[src/eeprom_ctl_pkg.sv]
// Summary of operation
// Latch only valid EEPROM writes while latching.
// Newer valid write replaces latched address, data.
// Block erase clears whole block of target.
// Bulk erase clears entire array.
// Block and bulk never touch config byte.
// Latching reads return latched data.
// While latching, control writes refused until valid write latched.
// Voltage enable needs latch and valid write.
// Erase mode frozen while voltage enabled.
// Voltage enable drives pump and array voltage.
// Clearing both bits clears voltage only.
// Four 128-byte blocks, guard bit each.
// Guarded target block gets no voltage.
// Guard changes act after reset or read.
// Config byte copied at reset, each read.
// Secure zone blocks program and erase.
// Secure option disables block and bulk.
// Secure option freezes config byte writes.
// Unsecured bytes still accept byte erase.
// Secure zone reads return stored data.
// Secure zone writes are not valid writes.
// Secure option stays armed for good.
// Mode codes 00,01,10,11; guard overrides.
// Latch cannot clear while voltage enabled.
// Software drops voltage, waits, then unlatches.
package eeprom_ctl_pkg;

    // Bus widths of the CPU side.
    localparam int unsigned ADDR_W = 16;
    localparam int unsigned DATA_W = 8;

    // Array placement and block geometry.
    localparam logic [15:0] ARRAY_BASE  = 16'h0800;
    localparam logic [15:0] ARRAY_LAST  = 16'h09FF;
    localparam int unsigned BLOCK_SHIFT = 7;
    localparam int unsigned NUM_BLOCKS  = 4;
    localparam int unsigned BLOCK_IDX_W = 2;

    // Range closed off by the secure option.
    localparam logic [15:0] SECURE_LO = 16'h08F0;
    localparam logic [15:0] SECURE_HI = 16'h08FF;

    // Address of the nonvolatile configuration byte.
    localparam logic [15:0] NV_ADDR = 16'hFE18;

    // Field positions in the array control register write data.
    localparam int unsigned CTL_HV_BIT     = 0;
    localparam int unsigned CTL_LATCH_BIT  = 2;
    localparam int unsigned CTL_ERS_LO_BIT = 3;
    localparam int unsigned CTL_ERS_HI_BIT = 4;

    // Field positions in the configuration byte.
    localparam int unsigned CFG_GUARD_LSB  = 0;
    localparam int unsigned CFG_SECURE_BIT = 4;

    // Volatile configuration before the first copy: all guarded, not secure.
    localparam logic [7:0] CFG_RESET = 8'h7F;

    // Program and erase mode codes.
    typedef enum logic [1:0] {
        MODE_BYTE_PGM    = 2'b00,
        MODE_BYTE_ERASE  = 2'b01,
        MODE_BLOCK_ERASE = 2'b10,
        MODE_BULK_ERASE  = 2'b11
    } erase_mode_t;

endpackage

[src/eeprom_guard_check.sv]
`timescale 1ns/1ps
// Decides whether a latched target may receive program or erase voltage.
module eeprom_guard_check (
    // Target of the pending operation.
    input  wire logic [15:0] targetAddr,
    input  wire logic [1:0]  modeSel,
    // Active configuration.
    input  wire logic [7:0]  cfgByte,
    input  wire logic        secureArmed,
    // Verdict.
    output logic             blocked,
    output logic [1:0]       blockIdx
);

    logic [15:0] offset;   // Distance from the array base.
    logic        inArray;  // Target is an array byte.
    logic        isNv;     // Target is the configuration byte.
    logic        inZone;   // Target is in the secured range.
    logic        guardHit; // Guard bit of the target block is set.
    logic        anyGuard; // Some block is guarded.
    logic        wideMode; // Block or bulk erase selected.

    // Pure decode; every term is recomputed from the inputs each cycle.
    always_comb begin
        offset   = targetAddr - eeprom_ctl_pkg::ARRAY_BASE;
        blockIdx = offset[eeprom_ctl_pkg::BLOCK_SHIFT +: eeprom_ctl_pkg::BLOCK_IDX_W];
        inArray  = (targetAddr >= eeprom_ctl_pkg::ARRAY_BASE) && (targetAddr <= eeprom_ctl_pkg::ARRAY_LAST);
        isNv     = (targetAddr == eeprom_ctl_pkg::NV_ADDR);
        inZone   = (targetAddr >= eeprom_ctl_pkg::SECURE_LO) && (targetAddr <= eeprom_ctl_pkg::SECURE_HI);
        guardHit = cfgByte[eeprom_ctl_pkg::CFG_GUARD_LSB + int'(blockIdx)];
        anyGuard = |cfgByte[eeprom_ctl_pkg::CFG_GUARD_LSB +: eeprom_ctl_pkg::NUM_BLOCKS];
        wideMode = (modeSel == eeprom_ctl_pkg::MODE_BLOCK_ERASE) || (modeSel == eeprom_ctl_pkg::MODE_BULK_ERASE);
        blocked  = 1'b0;
        // Nothing outside the array and the configuration byte is ever a target.
        if (!inArray && !isNv) begin
            blocked = 1'b1;
        end
        // A guarded block overrides every mode.
        if (inArray && guardHit) begin
            blocked = 1'b1; // see R13
        end
        // Bulk erase does not apply while any block is guarded.
        if ((modeSel == eeprom_ctl_pkg::MODE_BULK_ERASE) && anyGuard) begin
            blocked = 1'b1;
        end
        // Block and bulk erase have no meaning for the configuration byte.
        if (isNv && wideMode) begin
            blocked = 1'b1;
        end
        // The secure option closes the zone, the wide modes and the byte.
        if (secureArmed && (inZone || wideMode || isNv)) begin
            blocked = 1'b1; // see R16 see R17
        end
    end

endmodule // eeprom_guard_check

[src/eeprom_erase_protect_control.sv]
`timescale 1ns/1ps
// Erase, latch and protection control for one 512-byte EEPROM array.
// The array macro itself sits outside; this block tells it what to do
// and when voltage may be applied.
module eeprom_erase_protect_control (
    // Clock and reset.
    input  wire logic        sys_clk,
    input  wire logic        rst,
    // CPU accesses aimed at the array or the configuration byte.
    input  wire logic [15:0] busAddr,
    input  wire logic [7:0]  busWrData,
    input  wire logic        busWr,
    input  wire logic        busRd,
    // CPU writes to the array control register.
    input  wire logic        ctrlWr,
    input  wire logic [7:0]  ctrlWrData,
    // Contents coming back from the array macro.
    input  wire logic [7:0]  arrayRdData,
    input  wire logic [7:0]  nvStoredByte,
    // Read answer to the CPU.
    output logic [7:0]       rdData,
    // Array control register state.
    output logic             latchEnable,
    output logic             hvApply,
    output logic [1:0]       eraseSelect,
    output logic             ctrlRefused,
    // Latched target for the array macro.
    output logic             latchValid,
    output logic [15:0]      latchedAddr,
    output logic [7:0]       latchedData,
    output logic [1:0]       opBlock,
    // Charge pump and array voltage.
    output logic             pumpOn,
    // Active configuration.
    output logic [7:0]       volatileConfig,
    output logic             secureArmed
);

    // All state of the block in one record.
    typedef struct packed {
        logic        latchEn;     // Buses configured for latching.
        logic        hv;          // Voltage enable bit as software sees it.
        logic [1:0]  ersSel;      // Erase select, high then low bit.
        logic        ctrlRef;     // Control write in the previous cycle was refused.
        logic        latValid;    // A valid write has been latched.
        logic [15:0] latAddr;     // Latched address.
        logic [7:0]  latData;     // Latched data.
        logic [1:0]  opBlk;       // Block index of the latched address.
        logic        pump;        // Pump running and voltage on array.
        logic [7:0]  rdData;      // Last read answer.
        logic [7:0]  cfg;         // Volatile configuration copy.
        logic        cfgLoadPend; // Copy from the stored byte is due.
        logic        secure;      // Secure option seen armed.
    } state_t;

    // Reset record; the configuration copy follows on the first edge.
    localparam state_t S_RESET = '{
        latchEn:     1'b0,
        hv:          1'b0,
        ersSel:      2'b00,
        ctrlRef:     1'b0,
        latValid:    1'b0,
        latAddr:     16'h0000,
        latData:     8'h00,
        opBlk:       2'b00,
        pump:        1'b0,
        rdData:      8'h00,
        cfg:         eeprom_ctl_pkg::CFG_RESET,
        cfgLoadPend: 1'b1,
        secure:      1'b0
    };

    state_t      s_q;        // Registered state.
    state_t      s_d;        // Next state.
    logic        wrValid;    // Current bus write qualifies for latching.
    logic        guardBlk;   // Next target may not receive voltage.
    logic [1:0]  guardIdx;   // Block index of the next target.
    logic        wantHv;     // Control write asks for voltage.
    logic        wantLatch;  // Control write asks for latching.
    logic [1:0]  wantErs;    // Control write asks for this erase mode.

    // True for an address inside the array.
    function automatic logic isArrayAddr(input logic [15:0] a);
        return (a >= eeprom_ctl_pkg::ARRAY_BASE) && (a <= eeprom_ctl_pkg::ARRAY_LAST);
    endfunction

    // True for an address inside the secured range.
    function automatic logic isZoneAddr(input logic [15:0] a);
        return (a >= eeprom_ctl_pkg::SECURE_LO) && (a <= eeprom_ctl_pkg::SECURE_HI);
    endfunction

    // True for the address of the configuration byte.
    function automatic logic isNvAddr(input logic [15:0] a);
        return (a == eeprom_ctl_pkg::NV_ADDR);
    endfunction

    // The guard judges the target as it will stand after this edge, so
    // the registered pump bit never lags the latched address by a cycle.
    eeprom_guard_check u_guard (
        .targetAddr  (s_d.latAddr),
        .modeSel     (s_d.ersSel),
        .cfgByte     (s_d.cfg),
        .secureArmed (s_d.secure),
        .blocked     (guardBlk),
        .blockIdx    (guardIdx)
    );

    // Split the control write data into its fields.
    always_comb begin
        wantHv    = ctrlWrData[eeprom_ctl_pkg::CTL_HV_BIT];
        wantLatch = ctrlWrData[eeprom_ctl_pkg::CTL_LATCH_BIT];
        wantErs   = {ctrlWrData[eeprom_ctl_pkg::CTL_ERS_HI_BIT],
                     ctrlWrData[eeprom_ctl_pkg::CTL_ERS_LO_BIT]};
    end

    // A write is valid when it hits the array or the configuration byte,
    // except where the armed secure option has closed that location.
    always_comb begin
        wrValid = busWr && (isArrayAddr(busAddr) || isNvAddr(busAddr));
        if (s_q.secure && (isZoneAddr(busAddr) || isNvAddr(busAddr))) begin
            wrValid = 1'b0; // see R21
        end
    end

    // Next-state logic for the whole block.
    always_comb begin
        s_d         = s_q;
        s_d.ctrlRef = 1'b0;

        // First edge after reset: take the stored configuration byte.
        if (s_q.cfgLoadPend) begin
            s_d.cfg         = nvStoredByte;
            s_d.cfgLoadPend = 1'b0;
        end

        // Capture address and data of a valid write while latching.
        // A later valid write simply overwrites the earlier one.
        if (s_q.latchEn && wrValid) begin
            s_d.latAddr  = busAddr;   // see R1
            s_d.latData  = busWrData;
            s_d.latValid = 1'b1;
        end

        // Reads. The configuration byte reloads the volatile copy, which is
        // the only way besides reset that new guard settings take hold.
        if (busRd) begin
            if (isNvAddr(busAddr)) begin
                s_d.rdData = nvStoredByte;
                s_d.cfg    = nvStoredByte; // see R14
            end else if (isArrayAddr(busAddr) && s_q.latchEn) begin
                // The array buses are held by the latch, so reads see it.
                s_d.rdData = s_q.latData;
            end else begin
                // Secured bytes read back like any other.
                s_d.rdData = arrayRdData;
            end
        end

        // Control register write.
        if (ctrlWr) begin
            if (s_q.latchEn && !s_q.latValid) begin
                // Latching has started but nothing valid is held yet.
                s_d.ctrlRef = 1'b1;
            end else begin
                // The mode may only move while voltage is off.
                if (!s_q.hv) begin
                    s_d.ersSel = wantErs;
                end
                // Voltage needs latching on and a valid write behind it.
                if (wantHv) begin
                    if (s_q.latchEn && s_q.latValid) begin
                        s_d.hv = 1'b1;
                    end else begin
                        s_d.ctrlRef = 1'b1;
                    end
                end else begin
                    s_d.hv = 1'b0;
                end
                // Latching only drops once voltage was already off, which
                // gives the array time to discharge before normal reads.
                if (wantLatch) begin
                    s_d.latchEn = 1'b1;
                end else if (s_q.hv) begin
                    s_d.latchEn = 1'b1; // see R11
                end else begin
                    s_d.latchEn  = 1'b0;
                    s_d.latValid = 1'b0;
                end
            end
        end

        // Once the secure bit reads as programmed it never disarms, and
        // since the byte can no longer be written its fields stay frozen.
        s_d.secure = s_q.secure || !s_d.cfg[eeprom_ctl_pkg::CFG_SECURE_BIT];

        // The pump and the array voltage follow the enable bit unless the
        // target, its block or the secure option forbids the operation.
        s_d.pump  = s_d.hv && s_d.latValid && !guardBlk; // see R10 see R13
        s_d.opBlk = guardIdx;
    end

    // State register.
    always_ff @(posedge sys_clk or posedge rst) begin
        if (rst) begin
            s_q <= S_RESET;
        end else begin
            s_q <= s_d;
        end
    end

    // Outputs straight from the state register.
    assign rdData         = s_q.rdData;
    assign latchEnable    = s_q.latchEn;
    assign hvApply        = s_q.hv;
    assign eraseSelect    = s_q.ersSel;
    assign ctrlRefused    = s_q.ctrlRef;
    assign latchValid     = s_q.latValid;
    assign latchedAddr    = s_q.latAddr;
    assign latchedData    = s_q.latData;
    assign opBlock        = s_q.opBlk;
    assign pumpOn         = s_q.pump;
    assign volatileConfig = s_q.cfg;
    assign secureArmed    = s_q.secure;

endmodule // eeprom_erase_protect_control

[config.mk]
export PLATFORM = sky130hd
export DESIGN_NAME = eeprom_erase_protect_control
export DESIGN_NICKNAME = d
export VERILOG_FILES = /design/src/eeprom_ctl_pkg.sv /design/src/eeprom_guard_check.sv /design/src/eeprom_erase_protect_control.sv
export SDC_FILE = /design/constraint.sdc
export NUM_CORES = 1
export LEC_CHECK = 0
export ABC_AREA = 1
export BUFFER_PORTS_ARGS = -buffer_cell sky130_fd_sc_hd__buf_2
export CORE_MARGIN = 4
export CORE_UTILIZATION = 40
export DETAILED_ROUTE_END_ITERATION = 10
export PLACE_DENSITY = 0.68
export SLEW_MARGIN = 20
export SYNTH_ARGS = -nofsm -noshare
export SYNTH_HDL_FRONTEND = slang
export SYNTH_SLANG_ARGS = --single-unit
export TNS_END_PERCENT = 5
[constraint.sdc]
create_clock -name sys_clk -period 1.6 [get_ports sys_clk]
set_input_delay 0 -clock sys_clk [delete_from_list [all_inputs] [get_ports sys_clk]]
set_output_delay 0 -clock sys_clk [all_outputs]
set_load 0.02 [all_outputs]
==> impl_metrics.py, run 1 <==
metrics = {
    "critical_path": {
        "cpMaxStageDelayCell": "dfrtp_2",
        "reg2reg_slack_ns": -0.1,
        "worst_ep_arrival_time_ns": 1.89,
        "cp-end-kind": "flip-flop",
        "timing.critical_path.mode_cell": "nand2_1",
        "path_max_fanout": 4,
        "crit_path_start_kind": "flip-flop",
        "critPathRequiredTime_ns": 1.80,
        "crit_type": "flip-flop to flip-flop",
        "crit_path_max_incr_delay_ns": 0.39,
        "crit_chain": "nand2_2 > a21oi_4 > buf_6 > nand3b_1 > nand2_1 > nand2_1 > nor2_2 > nand3_1 > a21oi_1 > nor2_1",
    },
    "route": {
        "via_count": 2857,
        "drc": 0,
        "vias_per_cell": 4.601,
        "wirelength_um": 7942,
        "detail_route.wl_per_cell_um": 12.79,
        "drt_first_pass_iters": 4,
        "drtIter0Drc": 97,
        "drtAntennaViolNets": 0,
    },
    "placement": {
        "dp_hpwl_um": 5992,
        "dp_worst_setup_slack_ns": -0.2998,
        "place.gp.congestion": 0.8228,
        "port_buffers": 98,
    },
    "synthesis": {
        "yosysUniqueCellTypes": 28,
        "ys_seq_elements": 49,
        "synth_nets": 448,
        "ys_seq_area_frac": 0.4237,
        "synth_edf_count": 0,
        "yosys_most_used_dff": "dfrtp_1",
        "netlist_area_mm2": 0.002918,
        "synth_top_area_cell": "dfrtp_1",
        "syn_area_per_cell_um2": 7.387,
        "synth_common_cells": "97 x nand2_1, 50 x inv_1, 47 x nor2_1, 45 x buf_4, 41 x dfrtp_1",
        "synthTopCellsByArea": "dfrtp_1 35%, nand2_1 12%, buf_4 12%, dfstp_2 7.2%, inv_1 6.4%",
        "async_reset_ff_frac": 1.000,
        "synth-warning-count": 0,
        "synth.most_common_cell": "nand2_1",
        "postSynthCellCount": 395,
        "synth_top_cell_area_share": 0.3516,
    },
    "grt": {
        "grt_pass1_wl_um": 12770,
        "antenna_found_initial": 0,
        "grt_max_degree": 50,
        "grtUsageTotal": 0.1826,
        "grt_remaining_overflow": 0,
        "first_global_vias": 2864,
    },
    "hold_path": {
        "hold_path.class": "primary input to flip-flop",
    },
    "sta": {
        "final.period_utilization": 1.061,
        "fmax_ghz": 0.5893,
        "hold_ws_ns": 0.03264,
        "rsz0062_at_grt": "yes",
        "tns_ns": -0.09680,
        "finalSetupViolCount": 1,
        "period_needed_ns": 1.697,
        "hold_viol": 0,
        "slew_violations": 0,
        "skew_ns": 0.007754,
        "timing.final.ws_setup_ns": -0.09680,
    },
    "clocking": {
        "numCtsBuffers": 5,
        "cts_tree": "done",
        "clk_latency_ns": 0.30,
        "cts_root_buf": "clkbuf_8",
        "htree_num_levels": 2,
        "clk_path_buf_depth": 2,
        "clkTransAtPathRegs_ns": 0.10,
        "cts.sinks": 49,
    },
    "die": {
        "die_h_um": 93.41,
        "chipWidth_um": 93.41,
        "initial_core_util": 0.4202,
        "dieArea_mm2": 0.008724,
        "core_area_mm2": 0.006944,
        "boundaryPins": 103,
        "row_count": 30,
    },
    "layout": {
        "diodes": 0,
        "area_delta_synth_final_pct": 34.99,
        "utilization": 0.5672,
        "drive_gt1_frac": 0.3657,
        "nNetsFinal": 577,
    },
    "power_and_ir_drop": {
        "p_per_area_mw_per_mm2": 880.7,
        "leakage_uw": 0.002145,
        "ir_drop_uv": 466.2,
    },
    "run_status": {
        "failed_checks": "negative setup slack",
        "status": "finished with violations",
    },
    "run": {
        "cap_violations": 0,
    },
}
## state kept, by name (all words and copies together), names as in the netlist, 2 cells and up
signal	cells
latchedAddr	15
latchedData	8
rdData	8
volatileConfig	8
eraseSelect	2
## power breakdown
part | internal (µW) | switching [µW] | leakage (µW)
Combinational | 509 | 702 | 0.00154
Clock | 313 | 431 | 0.0000456
Sequential | 1420 | 99.4 | 0.000560
## final cells by class
type	count	area (µm²)
inverters	53	198.9
well taps	96	120.1
clock inverters	2	13.76
flip-flops and latches	49	1237
clock buffers	6	72.57
fillers	635	3005
multi-input cells	242	1147
repair buffers	173	1149
## what timing repair did
action / in CTS / in global routing
gates resized for setup: 10 / 5
pin swaps: 6 / 0
setup endpoints to repair: 1 / 7
hold endpoints to repair: 77 / 0
hold buffers: 30 / 0
setup buffers: 1 / 0
## metrics by stage
step	cell area, µm²	total power (µW)	instances
4_1_cts	3928	3481	621
6_report	3939	3469	621
5_1_grt	3939	3680	621
3_5_place_dp	3500	2657	582
3_3_place_gp	3500	2638	582
2_1_floorplan	2922	2315	395
## critical path: cells and delay by family (launching register included)
family                 cells  cell delay, ns
and+or+nand+nor            7            0.71
DFF                        1            0.39
AOI/OAI and AO/OA          2            0.32
buffers and inverters      1            0.16
## cells by family after synthesis
family	synth area share
and+or+nand+nor	0.2826
muxes	0.007718
other	0.001285
buffers and inverters	0.1968
AOI/OAI and AO/OA	0.08791
DFF	0.4237
## layer usage
metal	global-route usage	vias up	part of all wire	wire length, µm
li1	-	1440	-	-
met5	0	-	0	0
met4	0.03297	0	0.0049	39
met3	0.03218	4	0.062	490
met2	0.3311	90	0.48	3829
met1	0.2276	1323	0.45	3583
## cells in the final DEF, fill, tap and decap left out, types with 8 or more instances in the layout
cell type	instances
a21oi_1	14
buf_2	98
buf_4	42
dfrtp_1	40
dfstp_2	8
dlygate4sd3_1	30
inv_1	49
nand2_1	90
nand2_2	14
nand3_1	27
nor2_1	45
o21ai_0	18
## path summary, 6_finish.rpt
path / startpoint / end / depth (start not counted)
min: nvStoredByte[4] / rdData[4] / 3
max in group asynchronous: rst / s_q[1] / 4
min reg2reg: volatileConfig[6] / volatileConfig[6] / 2
max reg2reg: latchEnable / pumpOn / 10
max: latchEnable / pumpOn / 10
min in group asynchronous: rst / latchedData[7] / 4
(Power assumes the default switching activity.)
==> inputs of run 2 (changes only) <==
- CORE_UTILIZATION: 40 -> 44
- PLACE_DENSITY: 0.68 -> 0.74
==> run 2 against run 1 <==
Against the previous run: the run still ends with negative setup slack left; clock skew shrank 0.00083 ns; clock power grew 0.5%; clock-buffer cell count is 1 lower; combinational power increased by 9.9%; sequential power about the same; design area up 6.7%; utilization rose by 9.1 points; cell count down 1.4%; total power is 4.2% higher; highest routed layer unchanged.
==> impl_metrics.py, run 2 (synthesis gave the netlist of run 1 again) <==
metrics = {
    "sta": {
        "fmax_ghz": 0.5693,
        "slew_violations": 0,
        "final.period_utilization": 1.098,
        "hold_viol": 0,
        "rsz0062_at_grt": "yes",
        "tns_ns": -0.1567,
        "period_needed_ns": 1.757,
        "finalSetupViolCount": 1,
        "slew_headroom": 0.6178,
        "hold_ws_ns": 0.04077,
        "skew_ns": 0.006923,
        "timing.final.ws_setup_ns": -0.1567,
        "worst_pin_slew_ns": 0.5681,
    },
    "critical_path": {
        "timing.critical_path.mode_cell": "nand2_1",
        "cp-endpoint": "pumpOn",
        "reg2regPathDepth": 10,
        "crit_chain": "nand2_2 > a21oi_4 > buf_6 > nand3b_1 > nand2_1 > nand2_1 > nor2_2 > nand3_1 > a21oi_1 > nor2_1",
        "cpMaxStageDelayCell": "dfrtp_2",
        "crit_path_max_incr_delay_ns": 0.40,
        "critPathRequiredTime_ns": 1.80,
        "worst_ep_arrival_time_ns": 1.95,
        "cp-end-kind": "flip-flop",
        "startpoint": "latchEnable",
        "timing.rr.end": "pumpOn",
        "crit_type": "flip-flop to flip-flop",
        "crit-reg2reg-launch": "latchEnable",
        "reg2reg_slack_ns": -0.16,
        "path_max_fanout": 4,
        "crit_path_start_kind": "flip-flop",
    },
    "layout": {
        "multiInputGateArea_mm2": 0.001323,
        "nNetsFinal": 587,
        "final.fill_count": 530,
        "diodes": 0,
        "register_area_mm2": 0.001237,
        "drive_gt1_frac": 0.4467,
        "mostFrequentLayoutCells": "98 x buf_2, 70 x nand2_1, 49 x inv_1, 47 x buf_4, 40 x dfrtp_1",
        "largest_register_ffs": 15,
        "utilization": 0.6579,
        "final_common_cell": "buf_2",
        "instances_no_fill": 612,
        "area_delta_synth_final_pct": 44.00,
    },
    "power_and_ir_drop": {
        "p_switching_uw": 1320,
        "power_frac_comb": 0.369,
        "sw_frac_of_total": 0.3653,
        "ir_drop_uv": 457.3,
        "leakage_uw": 0.002236,
        "p_per_area_mw_per_mm2": 860.0,
        "p_seq_frac": 0.424,
        "pwr-share-clk": 0.207,
        "internal_power_uw": 2293,
    },
    "run": {
        "cap_violations": 0,
    },
    "route": {
        "via_count": 2973,
        "drc": 0,
        "detail_route.wl_per_cell_um": 14.15,
        "drt_first_pass_iters": 4,
        "wirelength_um": 8662,
        "vias_per_cell": 4.858,
        "drtIter0Drc": 153,
        "drtAntennaViolNets": 0,
    },
    "grt": {
        "first_global_vias": 2882,
        "grtUsageTotal": 0.2059,
        "grt_remaining_overflow": 0,
        "grt_max_degree": 23,
        "antenna_found_initial": 0,
        "grt_pass1_wl_um": 12810,
    },
    "clocking": {
        "cts_root_buf": "clkbuf_8",
        "clk_path_buf_depth": 2,
        "cts_tree": "done",
        "clkTransAtPathRegs_ns": 0.10,
        "cts.sinks": 49,
        "htree_num_levels": 2,
        "numCtsBuffers": 5,
        "clk_latency_ns": 0.30,
    },
    "placement": {
        "dp_worst_setup_slack_ns": -0.3056,
        "place.gp.congestion": 0.8828,
        "port_buffers": 98,
        "dp.cells": 563,
        "dp_hpwl_um": 5950,
    },
    "die": {
        "row_count": 29,
        "die_h_um": 89.44,
        "chipWidth_um": 89.44,
        "dieArea_mm2": 0.007999,
        "initial_core_util": 0.4569,
        "boundaryPins": 103,
        "core_area_mm2": 0.006386,
    },
    "run_status": {
        "status": "finished with violations",
        "failed_checks": "negative setup slack",
    },
    "hold_path": {
        "hold_path.class": "primary input to flip-flop",
        "min_from": "nvStoredByte[4]",
    },
}
run 2: cell count changes in the layout (fill, tap and decap cells not counted), sizes merged:
cell and change:
clkbuf -1, clkinvlp +1, buf +11, dlygate4sd3 -1
run 2: layout make-up:
type,instances,area share
well taps,77,0.02293
multi-input cells,242,0.3148
repair buffers,183,0.2990
clock buffers,5,0.01638
clock inverters,3,0.005063
flip-flops and latches,49,0.2945
inverters,53,0.04735
run 2: routing by layer:
layer,vias to the layer above,track usage,wire (µm)
li1,1470,-,-
met1,1391,0.2529,3584
met2,106,0.3724,4432
met3,6,0.04055,594
met4,0,0.04465,51
met5,-,0,0
run 2: critical path: cells and delay by family (launching register included):
| kind | cells | cell delay [ns] |
|---|---|---|
| buffers and inverters | 1 | 0.16 |
| DFF | 1 | 0.40 |
| and+or+nand+nor | 7 | 0.78 |
| AOI/OAI and AO/OA | 2 | 0.32 |
run 2: worst min path at each step:
stage | end | slack [ns] | cells after the start
3_3_place_gp | rdData[3] | 0.04 | 2
2_1_floorplan | volatileConfig[5] | 0.1 | 2
3_5_place_dp | rdData[3] | 0.05 | 2
4_1_cts | rdData[4] | 0.03 | 3
6_report | volatileConfig[4] | 0.04 | 4
5_1_grt | rdData[4] | 0.03 | 3
run 2: metrics by stage:
stage | power [µW] | cell area [µm²]
after floorplan | 2315 | 2922
after global placement | 2604 | 3476
after detailed placement | 2623 | 3476
after CTS | 3467 | 3910
after global routing | 3835 | 4202
final | 3613 | 4202
run 2: repair_timing:
action	CTS	global route
hold endpoints to repair	41	0
setup buffers	2	10
hold buffers	29	0
gates resized for setup	11	59
setup endpoints to repair	1	1
cloned	0	0
pin swaps	3	29
run 2: power by group through the flow:
| stage | Clock, µW | Combinational, µW | Sequential, µW |
|---|---|---|---|
| floorplan | 0 | 731 | 1580 |
| CTS | 773 | 1180 | 1520 |
| finish | 747 | 1330 | 1530 |
| global route | 828 | 1450 | 1560 |
| global placement | 0 | 1070 | 1530 |
| detailed placement | 0 | 1080 | 1540 |
==> inputs of run 3 (changes only) <==
- ABC_AREA: 1 -> 0
- PLACE_DENSITY: 0.74 -> 0.75
==> run 3 against run 2 <==
Against the previous run: the run still ends with negative setup slack left; global-route usage fell by 1.4 points; utilization fell by 1.9 points; via count fell by 28%; largest power group unchanged; highest routed layer unchanged; total power fell by 5.8%; sequential share of layout area rose by 4.9 points; die area fell by 9.4%; clock skew fell by 0.0022 ns.
==> impl_metrics.py, run 3 <==
metrics = {
    "layout": {
        "final.fill_count": 467,
        "final_common_cell": "buf_2",
        "area_delta_synth_final_pct": 37.69,
        "diodes": 0,
        "instances_no_fill": 426,
        "multiInputGateArea_mm2": 0.001064,
        "register_area_mm2": 0.001236,
        "largest_register_ffs": 15,
        "drive_gt1_frac": 0.5650,
        "nNetsFinal": 406,
        "utilization": 0.6385,
        "mostFrequentLayoutCells": "93 x buf_2, 41 x dfrtp_1, 32 x mux2_2, 30 x buf_4, 27 x nand2_1",
    },
    "synthesis": {
        "synth_top_area_cell": "dfrtp_1",
        "synth.most_common_cell": "buf_4",
        "async_reset_ff_frac": 1.000,
        "yosys_most_used_dff": "dfrtp_1",
        "yosysUniqueCellTypes": 42,
        "syn_area_per_cell_um2": 11.09,
        "synthTopCellsByArea": "dfrtp_1 39%, mux2_2 14%, buf_4 13%, dfstp_2 8.0%, nand2_1 4.0%",
        "netlist_area_mm2": 0.002616,
        "synth_nets": 289,
        "synth_common_cells": "44 x buf_4, 41 x dfrtp_1, 32 x mux2_2, 28 x nand2_1, 12 x o21ai_0",
        "synth-warning-count": 0,
        "postSynthCellCount": 236,
        "synth_top_cell_area_share": 0.3922,
        "ys_seq_area_frac": 0.4725,
        "synth_edf_count": 0,
        "ys_seq_elements": 49,
    },
    "power_and_ir_drop": {
        "pwr-share-clk": 0.232,
        "internal_power_uw": 2314,
        "ir_drop_uv": 527.9,
        "p_switching_uw": 1090,
        "p_per_area_mw_per_mm2": 945.0,
        "p_seq_frac": 0.448,
        "leakage_uw": 0.001857,
        "sw_frac_of_total": 0.3201,
        "finalPower_uw": 3404,
        "power_frac_comb": 0.320,
    },
    "route": {
        "wirelength_um": 6737,
        "vias_per_cell": 5.031,
        "drc": 0,
        "drtAntennaViolNets": 0,
        "drt_first_pass_iters": 4,
        "via_count": 2143,
        "drtIter0Drc": 98,
        "detail_route.wl_per_cell_um": 15.81,
    },
    "clocking": {
        "numCtsBuffers": 5,
        "cts_tree": "done",
        "clkTransAtPathRegs_ns": 0.09,
        "clk_path_buf_depth": 2,
        "cts_root_buf": "clkbuf_8",
        "clk_latency_ns": 0.30,
        "cts.sinks": 49,
        "htree_num_levels": 2,
    },
    "run_status": {
        "failed_checks": "negative setup slack",
        "status": "finished with violations",
    },
    "critical_path": {
        "crit_path_start_kind": "primary input",
        "critPathRequiredTime_ns": 1.83,
        "path_max_fanout": 3,
        "crit_type": "primary input to flip-flop",
        "worst_ep_arrival_time_ns": 2.37,
        "cp-end-kind": "flip-flop",
    },
    "placement": {
        "dp_hpwl_um": 5008,
        "dp.cells": 390,
        "port_buffers": 98,
        "place.gp.congestion": 0.8186,
    },
    "die": {
        "core_area_mm2": 0.005642,
        "die_h_um": 85.11,
        "initial_core_util": 0.4637,
        "chipWidth_um": 85.11,
        "dieArea_mm2": 0.007244,
        "row_count": 27,
        "boundaryPins": 103,
    },
    "sta": {
        "fmax_ghz": 0.4671,
        "timing.final.ws_setup_ns": -0.5407,
        "period_needed_ns": 2.141,
        "finalSetupViolCount": 21,
        "rsz0062_at_grt": "yes",
        "tns_ns": -6.125,
        "final.period_utilization": 1.338,
        "skew_ns": 0.004706,
        "slew_violations": 0,
        "hold_viol": 0,
    },
    "grt": {
        "grt_pass1_wl_um": 11150,
        "first_global_vias": 2270,
        "grt_remaining_overflow": 0,
        "grtUsageTotal": 0.1921,
        "grt_max_degree": 50,
        "antenna_found_initial": 0,
    },
    "run": {
        "cap_violations": 0,
    },
    "hold_path": {
        "hold_path.class": "primary input to flip-flop",
    },
}
==> run 3: cell count changes in the layout (fill, tap and decap cells not counted), sizes merged, moves of 4 or more <==
cell / delta
nor2: -46
mux2: +31
buf: -19
nor4: +5
nand2: -78
nand3: -23
mux2i: +10
o21ai: -8
dlygate4sd3: -4
a21oi: -13
inv: -48
o22ai: -6
==> run 3: area by class of cell <==
| cell class | count | area share |
|---|---|---|
| multi-input cells | 131 | 0.2952 |
| well taps | 72 | 0.02501 |
| clock inverters | 1 | 0.001389 |
| inverters | 6 | 0.006252 |
| flip-flops and latches | 49 | 0.3432 |
| clock buffers | 7 | 0.02675 |
| repair buffers | 160 | 0.3022 |
==> run 3: cells by family (layout without fill, tap and decap cells) <==
logic type | count (synthesis) | after routing | share of synthesized area
simple gates | 63 | 63 | 0.1377
buf+inv | 56 | 174 | 0.1444
flops | 49 | 49 | 0.4725
mux | 44 | 44 | 0.1903
compound gates | 23 | 23 | 0.05357
other cells | 1 | 1 | 0.001433
==> run 3: stage by stage <==
step	instance area, µm²	setup slack (ns)	hold slack (ns)
finish	3602	-0.5407	0.02315
global route	3602	-0.6033	0.02323
CTS	3550	-0.5795	0.01274
detailed placement	3113	-1.009	0.06204
global placement	3113	-0.9029	0.05790
floorplan	2624	-0.8231	0.1380
==> run 3: power by group through the flow <==
stage | Combinational, µW | Sequential, µW | Clock [µW]
after detailed placement | 991 | 1550 | 0
after global routing | 1170 | 1550 | 874
final | 1090 | 1530 | 790
after global placement | 968 | 1530 | 0
after floorplan | 656 | 1580 | 0
after CTS | 1070 | 1520 | 823
==> run 3: per-layer routing <==
layer  up-vias  wire length [µm]  GRT usage
met5         -                 0          0
met4         0               172    0.08058
met3        16               297    0.03495
met2        59              3446     0.3185
met1      1049              2820     0.2462
li1       1019                 -          -
==> run 3: timing repair <==
action,CTS,global route
gates resized for setup,14,13
endpoints found under the hold margin,72,0
endpoints found under the setup margin,39,37
pin swaps,7,7
buffers inserted,2,1
hold buffers,25,0
==> run 3: worst max-delay path, cell delays in order <==
cell and delay (ns):
buf_6 0.09, or4bb_4 0.54, nor4_4 0.38, nor2_2 0.06, or3b_4 0.40, mux2_4 0.32, mux4_2 0.43, o22ai_1 0.15
==> run 3: final timing paths <==
path,startpoint,end,slack (ns),cells past startpoint
max reg2reg,secureArmed,pumpOn,-0.40,5
min reg2reg,rdData[5],rdData[5],0.50,1
min,busAddr[5],latchedAddr[5],0.02,3
min in group asynchronous,rst,latchedAddr[0],0.27,4
max,busAddr[1],pumpOn,-0.54,8
max in group asynchronous,rst,volatileConfig[6],1.04,4
